==> src/rtl/acc_pkg.sv <==
package acc_pkg;

  // Register byte addresses on the Wishbone slave
  localparam logic [3:0] ACC_CTRL_STATUS_ADDR = 4'h0;
  localparam logic [3:0] ACC_SPECIAL_FN_ADDR  = 4'h4;
  localparam logic [3:0] ACC_EVT_STATUS_ADDR  = 4'h8;
  localparam logic [3:0] ACC_EVT_CLEAR_ADDR   = 4'hc;
  localparam logic [3:0] ACC_EVT_ENABLE_ADDR  = 4'h0;

  // Control/status and special function bit positions
  localparam int ACC_DISABLE_BIT    = 7;
  localparam int ACC_BANDGAP_BIT    = 6;
  localparam int ACC_OUTPUT_BIT     = 5;
  localparam int ACC_IRQ_FLAG_BIT   = 4;
  localparam int ACC_IRQ_ENABLE_BIT = 3;
  localparam int ACC_CAPTURE_BIT    = 2;
  localparam int ACC_MUX_ENABLE_BIT = 3;

  localparam logic [7:0] ACC_CTRL_RESET = 8'h00;
  localparam logic [7:0] ACC_SFN_RESET  = 8'h00;
  localparam int         ACC_SYNC_STAGES = 2;

  typedef enum logic [1:0] {
    ACC_MODE_TOGGLE   = 2'h0,
    ACC_MODE_RESERVED = 2'h1,
    ACC_MODE_FALL     = 2'h2,
    ACC_MODE_RISE     = 2'h3
  } acc_mode_type;

  typedef struct packed {
    logic       disable_cmp;
    logic       bandgap_sel;
    logic       irq_enable;
    logic       capture_en;
    logic [1:0] irq_mode;
  } acc_ctrl_type;

  typedef struct packed {
    logic       power_down;
    logic       pos_bandgap;
    logic       neg_use_mux;
    logic [2:0] neg_channel;
  } acc_analog_type;

endpackage

==> src/rtl/acc_top.sv <==
`timescale 1ns/1ps
// Function
// (RL1) Output bit is high when positive input exceeds negative input.
// (RL2) Raw result passes a synchroniser, one to two cycles latency.
// (RL3) Flag bit 4 sets on the edge chosen by the mode field.
// (RL4) Interrupt requested when flag, enable and global enable are all set.
// (RL5) Flag clears on vector taken or software writing one to it.
// (RL6) Mode 00 toggle, 01 reserved, 10 falling, 11 rising.
// (RL7) Bit 7 set switches comparator power off.
// (RL8) Software clears interrupt enable before changing disable bit.
// (RL9) Software clears interrupt enable before changing mode field.
// (RL10) Bit 6 selects bandgap as positive input, else positive pin.
// (RL11) Bit 2 routes comparator output to timer capture front end.
// (RL12) Software sets capture interrupt enable in timer mask for capture irq.
// (RL13) Negative pin used when mux enable clear or converter enabled.
// (RL14) Else channel select low bits pick converter pin 0 to 7.
// (RL15) Edges from current vs previous synchronised output; controls reset zero.
module acc_top
  import acc_pkg::*;
(
  input  wire logic        clk_i,
  input  wire logic        rst_i,
  input  wire logic [31:0] adr_i,
  input  wire logic [31:0] dat_i,
  output logic      [31:0] dat_o,
  input  wire logic [3:0]  sel_i,
  input  wire logic        we_i,
  input  wire logic        cyc_i,
  input  wire logic        stb_i,
  output logic             ack_o,
  input  wire logic        cmp_raw_i,
  input  wire logic        global_irq_enable_i,
  input  wire logic        vector_taken_i,
  input  wire logic        converter_enable_i,
  input  wire logic [2:0]  channel_select_low_i,
  output acc_analog_type   analog_o,
  output logic             capture_src_o,
  output logic             comparator_irq_o,
  output logic             irq_o
);

  ////////////////////////////////////////////////////////////////////////
  acc_ctrl_type ctrl_reg;
  logic         mux_enable_reg;
  logic         flag_reg;
  logic         out_prev_reg;
  logic [2:0]   evt_status_reg;
  logic [2:0]   evt_enable_reg;
  logic         ack_reg;
  logic [31:0]  dat_reg;
  logic         cmp_sync;
  logic         edge_hit;
  logic         rise;
  logic         fall;
  logic         wr_stb;
  logic         rd_stb;
  logic [2:0]   evt_now;
  logic [3:0]   addr;

  function automatic logic [7:0] ctrl_byte(input acc_ctrl_type c, input logic o,
                                           input logic f);
    ctrl_byte = {c.disable_cmp, c.bandgap_sel, o, f, c.irq_enable, c.capture_en,
                 c.irq_mode};
  endfunction

  ////////////////////////////////////////////////////////////////////////
  // Analog core compares already-selected inputs; result arrives raw
  acc_sync u_sync (
    .clk_i   (clk_i),
    .rst_i   (rst_i),
    .async_i (cmp_raw_i),
    .sync_o  (cmp_sync)
  ); // [RL1] [RL2]

  always_ff @(posedge clk_i) begin
    if (rst_i) begin
      out_prev_reg <= 1'b0;
    end else begin
      out_prev_reg <= cmp_sync; // [RL15]
    end
  end

  assign rise = cmp_sync & ~out_prev_reg; // [RL15]
  assign fall = ~cmp_sync & out_prev_reg; // [RL15]

  // Reserved mode fires no flag edge; rise and fall still reach the event bits
  always_comb begin
    unique case (acc_mode_type'(ctrl_reg.irq_mode))
      ACC_MODE_TOGGLE:   edge_hit = rise | fall; // [RL6]
      ACC_MODE_RESERVED: edge_hit = 1'b0; // [RL6]
      ACC_MODE_FALL:     edge_hit = fall; // [RL6]
      ACC_MODE_RISE:     edge_hit = rise; // [RL6]
    endcase
  end

  ////////////////////////////////////////////////////////////////////////
  assign addr   = adr_i[3:0];
  assign wr_stb = cyc_i & stb_i & we_i & ~ack_reg & sel_i[0];
  assign rd_stb = cyc_i & stb_i & ~we_i & ~ack_reg;

  always_ff @(posedge clk_i) begin
    if (rst_i) begin
      ack_reg <= 1'b0;
    end else begin
      ack_reg <= cyc_i & stb_i & ~ack_reg;
    end
  end

  assign ack_o = ack_reg;

  always_ff @(posedge clk_i) begin
    if (rst_i) begin
      ctrl_reg <= acc_ctrl_type'(ACC_CTRL_RESET[5:0]); // [RL15]
    end else if (wr_stb && addr == ACC_CTRL_STATUS_ADDR && adr_i[4] == 1'b0) begin
      ctrl_reg.disable_cmp <= dat_i[ACC_DISABLE_BIT]; // [RL7]
      ctrl_reg.bandgap_sel <= dat_i[ACC_BANDGAP_BIT]; // [RL10]
      ctrl_reg.irq_enable  <= dat_i[ACC_IRQ_ENABLE_BIT]; // [RL4]
      ctrl_reg.capture_en  <= dat_i[ACC_CAPTURE_BIT]; // [RL11]
      ctrl_reg.irq_mode    <= dat_i[1:0]; // [RL6]
    end
  end

  always_ff @(posedge clk_i) begin
    if (rst_i) begin
      mux_enable_reg <= ACC_SFN_RESET[ACC_MUX_ENABLE_BIT]; // [RL15]
    end else if (wr_stb && addr == ACC_SPECIAL_FN_ADDR && adr_i[4] == 1'b0) begin
      mux_enable_reg <= dat_i[ACC_MUX_ENABLE_BIT]; // [RL13]
    end
  end

  // Set wins over any clear in the same cycle
  always_ff @(posedge clk_i) begin
    if (rst_i) begin
      flag_reg <= 1'b0;
    end else if (edge_hit) begin
      flag_reg <= 1'b1; // [RL3]
    end else if (vector_taken_i ||
                 (wr_stb && addr == ACC_CTRL_STATUS_ADDR && adr_i[4] == 1'b0 &&
                  dat_i[ACC_IRQ_FLAG_BIT])) begin
      flag_reg <= 1'b0; // [RL5]
    end
  end

  ////////////////////////////////////////////////////////////////////////
  // Event bits: 0 flag set, 1 rise, 2 fall
  assign evt_now = {fall, rise, edge_hit};

  always_ff @(posedge clk_i) begin
    if (rst_i) begin
      evt_status_reg <= 3'h0;
    end else if (wr_stb && addr == ACC_EVT_CLEAR_ADDR && adr_i[4] == 1'b0) begin
      evt_status_reg <= (evt_status_reg & ~dat_i[2:0]) | evt_now;
    end else begin
      evt_status_reg <= evt_status_reg | evt_now;
    end
  end

  always_ff @(posedge clk_i) begin
    if (rst_i) begin
      evt_enable_reg <= 3'h0;
    end else if (wr_stb && addr == ACC_EVT_ENABLE_ADDR && adr_i[4] == 1'b1) begin
      evt_enable_reg <= dat_i[2:0];
    end
  end

  assign irq_o = |(evt_status_reg & evt_enable_reg);

  ////////////////////////////////////////////////////////////////////////
  // Unmapped offsets read zero and ignore writes; only adr_i[4:0] is decoded, so higher addresses alias
  always_ff @(posedge clk_i) begin
    if (rst_i) begin
      dat_reg <= 32'h0;
    end else if (rd_stb) begin
      dat_reg <= 32'h0;
      if (adr_i[4] == 1'b0) begin
        unique case (addr)
          ACC_CTRL_STATUS_ADDR: dat_reg[7:0] <= ctrl_byte(ctrl_reg, cmp_sync, flag_reg);
          ACC_SPECIAL_FN_ADDR:  dat_reg[ACC_MUX_ENABLE_BIT] <= mux_enable_reg;
          ACC_EVT_STATUS_ADDR:  dat_reg[2:0] <= evt_status_reg;
          default:              dat_reg <= 32'h0;
        endcase
      end else if (addr == ACC_EVT_ENABLE_ADDR) begin
        dat_reg[2:0] <= evt_enable_reg;
      end
    end
  end

  assign dat_o = dat_reg;

  ////////////////////////////////////////////////////////////////////////
  assign comparator_irq_o = flag_reg & ctrl_reg.irq_enable & global_irq_enable_i; // [RL4]
  assign capture_src_o    = ctrl_reg.capture_en & cmp_sync; // [RL11]

  always_comb begin
    analog_o.power_down  = ctrl_reg.disable_cmp; // [RL7]
    analog_o.pos_bandgap = ctrl_reg.bandgap_sel; // [RL10]
    analog_o.neg_use_mux = mux_enable_reg & ~converter_enable_i; // [RL13]
    analog_o.neg_channel = analog_o.neg_use_mux ? channel_select_low_i : 3'h0; // [RL14]
  end

endmodule

==> src/rtl/acc_sync.sv <==
`timescale 1ns/1ps
module acc_sync
  import acc_pkg::*;
(
  input  wire logic clk_i,
  input  wire logic rst_i,
  input  wire logic async_i,
  output logic      sync_o
);

  logic [ACC_SYNC_STAGES-1:0] stage_reg;

  // Only the last stage is read outside
  always_ff @(posedge clk_i) begin
    if (rst_i) begin
      stage_reg <= '0;
    end else begin
      stage_reg <= {stage_reg[ACC_SYNC_STAGES-2:0], async_i};
    end
  end

  assign sync_o = stage_reg[ACC_SYNC_STAGES-1];

endmodule

==> config.mk <==
export PLATFORM = sky130hd
export DESIGN_NAME = acc_top
export DESIGN_NICKNAME = d
export VERILOG_FILES = /design/src/rtl/acc_pkg.sv /design/src/rtl/acc_top.sv /design/src/rtl/acc_sync.sv
export SDC_FILE = /design/constraint.sdc
export NUM_CORES = 1
export LEC_CHECK = 0
export ABC_CLOCK_PERIOD_IN_PS = 1600
export BUFFER_PORTS_ARGS = -buffer_cell sky130_fd_sc_hd__clkbuf_2
export CAP_MARGIN = 20
export CORE_ASPECT_RATIO = 0.8
export CORE_UTILIZATION = 35
export DETAILED_ROUTE_END_ITERATION = 6
export GPL_ROUTABILITY_DRIVEN = 0
export GPL_TIMING_DRIVEN = 0
export HOLD_SLACK_MARGIN = 0.15
export PLACE_DENSITY = 0.88
export SETUP_SLACK_MARGIN = 0.05
export SLEW_MARGIN = 5
export SYNTH_ARGS = -nofsm -noshare
export SYNTH_HDL_FRONTEND = slang
export SYNTH_SLANG_ARGS = --single-unit
==> constraint.sdc <==
create_clock -name clk_i -period 1.6 [get_ports clk_i]
set_input_delay 0.16 -clock clk_i [delete_from_list [all_inputs] [get_ports clk_i]]
set_output_delay 0.16 -clock clk_i [all_outputs]
set_load 0.03 [all_outputs]
==> results.toml <==
[synthesis]
syn_inst = 163
synth_cell_types = 37
seq_area_frac_synth_pct = 35.40
synth.area.top_cells = "dfxtp_1 (35%), buf_4 (13%), nand2b_1 (7.7%)"
ys_ff_latch = 26
yosys_warnings = 0
netlist.area_leader.share_pct = 35.40
syn_avg_cell_area_um2 = 9.019
synth_area_um2 = 1470
yosysTopAreaCell = "dfxtp_1"

[route]
route.detailed.drc = 0
firstDrtPassIters = 4
via_per_inst = 4.515
drt-total-wl_mm = 3.309
vias = 1323
drt_iter0_drc = 36
wl_per_cell_um = 11.29
postRouteAntennaNets = 0

[timing]
setup_viol = 0
worst_clock_skew_ps = 1.960
finalHoldViolations = 0
rsz0062_at_grt = "false"
drv_slew = 0
timing.fmax_mhz = 677.2
post-route-period-util_pct = 92.29
fin_crit_ps = 1477
holdWs_ps = 174.1
finalWorstSetupSlack_ps = 123.3
tns_ps = 0

[place]
portBuffers = 41
dp_hpwl_mm = 2.654
placed_area_um2 = 1843
dp_slack_ps = -229.2

[worst_setup_path]
cp.arrival_ps = 1640
crit_chain = "clkbuf_2, or4_4, or4_1, buf_2, mux2i_1"
critPathTopFamily = "simple AND/OR/NAND/NOR gates"
cp_data_required_time_ps = 1770
startpoint = "adr_i[2]"
cp_max_fo = 5
critPathCaptureType = "flip-flop"
slowest_stage = "or4_4"
cpPeakStageDelay_ps = 580
setup.worst_path.start_class = "input pin"
reg2reg_from = "ack_o$_SDFF_PP0_"
path_buf_inv = 2
crit_type = "in -> reg"

[flow_run]
maxCapViolCount = 0

[clock_network]
clock_sinks = 26
clk_pin_slew_worst_paths_ps = 80
cts_tree = "built"
numCtsBuffers = 3
cts_buffer_depth = 2
clock_latency_ps = 270
root_buffer = "clkbuf_8"
cts_max_level = 1

[power]
power_w = 0.001313
vdd_drop_max_mv = 0.4532
powerDensity_nw_per_um2 = 666.7
p_leak_nw = 0.9217

[final_layout]
final_common_cell = "clkbuf_2"
mostFrequentLayoutCells = "clkbuf_2 (42), buf_4 (27), dfxtp_1 (26)"
diodes = 0
drive_gt1_share_pct = 34.87
fin_area_um2 = 1969
syn2layout_area_growth_pct = 33.96
largest_reg_flops = 8
nets = 322

[hold_path]
hold_path_class = "in -> reg"
hp-start = "dat_i[3]"

[global_route]
first_global_vias = 1171
grt_antenna_before_repair = 0
grt_pass1_wl_mm = 5.161
overflow = 0
grt_max_degree = 14
track_usage_pct = 15.72

[floorplanning]
dieWidth_um = 74.46
die_area_um2 = 4465
fp.coreArea_um2 = 3904
die_h_um = 59.97
initial_core_util_pct = 37.66
rows = 20
io_pins = 122

[outcome]
outcome = "finished, final reports clean"
-- power breakdown --
group	total [W]	switching [W]	internal (W)
Combinational	0.000277	0.000163	0.000114
Sequential	0.000670	0.00000912	0.000660
Clock	0.000367	0.000198	0.000169
-- cell families after synthesis --
family | after synthesis | share of synthesized area [%]
AND/OR/NAND/NOR | 62 | 26.04
buffers and inverters | 40 | 17.45
flip-flops | 26 | 35.40
AO/OA/AOI/OAI | 18 | 9.277
multiplexers | 14 | 9.872
adder cells (fa/ha/maj) | 2 | 1.702
other | 1 | 0.2551
-- routing by layer --
| metal | vias to the layer above | global-route usage, % | routed length [um] |
|---|---|---|---|
| met5 | - | 0 | 0 |
| met4 | 0 | 7.008 | 80 |
| met3 | 11 | 4.553 | 258 |
| met2 | 53 | 25.10 | 1492 |
| met1 | 588 | 19.67 | 1476 |
| li1 | 671 | - | - |
-- final timing paths --
kind / endpoint / slack (ps) / depth (start not counted)
max reg2reg: dat_o[2]$_SDFFE_PP0P_ / 160 / 4
min: ctrl_reg[3]$_SDFFE_PP0P_ / 170 / 3
max: evt_enable_reg[1]$_SDFFE_PP0P_ / 120 / 5
min reg2reg: u_sync.stage_reg[1]$_SDFF_PP0_ / 450 / 1
-- worst register-to-register path, cell delays in order, from the launching register on --
cell and delay (ps):
dfxtp_1 340, nor4bb_2 420, clkbuf_2 310, nor2_1 60
a311oi_1 220
-- per-stage QoR --
step	utilization (%)	cells
after floorplan	-	186
after global placement	47.21	282
after detailed placement	47.21	282
after CTS	50.10	292
after global routing	50.45	293
final	50.45	293
-- layout make-up --
| class | count | area [um^2] |
|---|---|---|
| buffer | 32 | 231.5 |
| clock buffer | 3 | 41.29 |
| fill | 376 | 1934 |
| inverter | 8 | 30.03 |
| multi-input combinational | 120 | 794.5 |
| sequential | 26 | 520.5 |
| tap | 55 | 68.82 |
| timing repair buffer | 49 | 282.8 |
-- synthesized netlist by cell type (all sizes together) --
cell type  count
a222oi         1
nand2b        18
a21oi          2
buf           28
nor2           7
and3           1
inv            8
nor4           5
nand2          6
nor3b          1
and2           4
ha             2
dfxtp         26
nand4b         1
nand4          1
o32ai          3
nor2b          5
o21bai         2
clkbuf         4
conb           1
mux2           4
o21ai          2
o22ai          2
nand3          6
nor3           2
o31a           1
a311oi         3
or4b           1
nand3b         1
nor4bb         1
or4            2
a41oi          2
mux2i         10
-- what timing repair did --
action	4_1_cts	5_1_grt
setup buffers	0	1
pin swaps	0	1
gates resized for setup	1	1
hold endpoints to repair	6	0
setup endpoints to repair	4	10
hold buffers	7	0
Note: power is estimated with default switching activity, not from simulation.
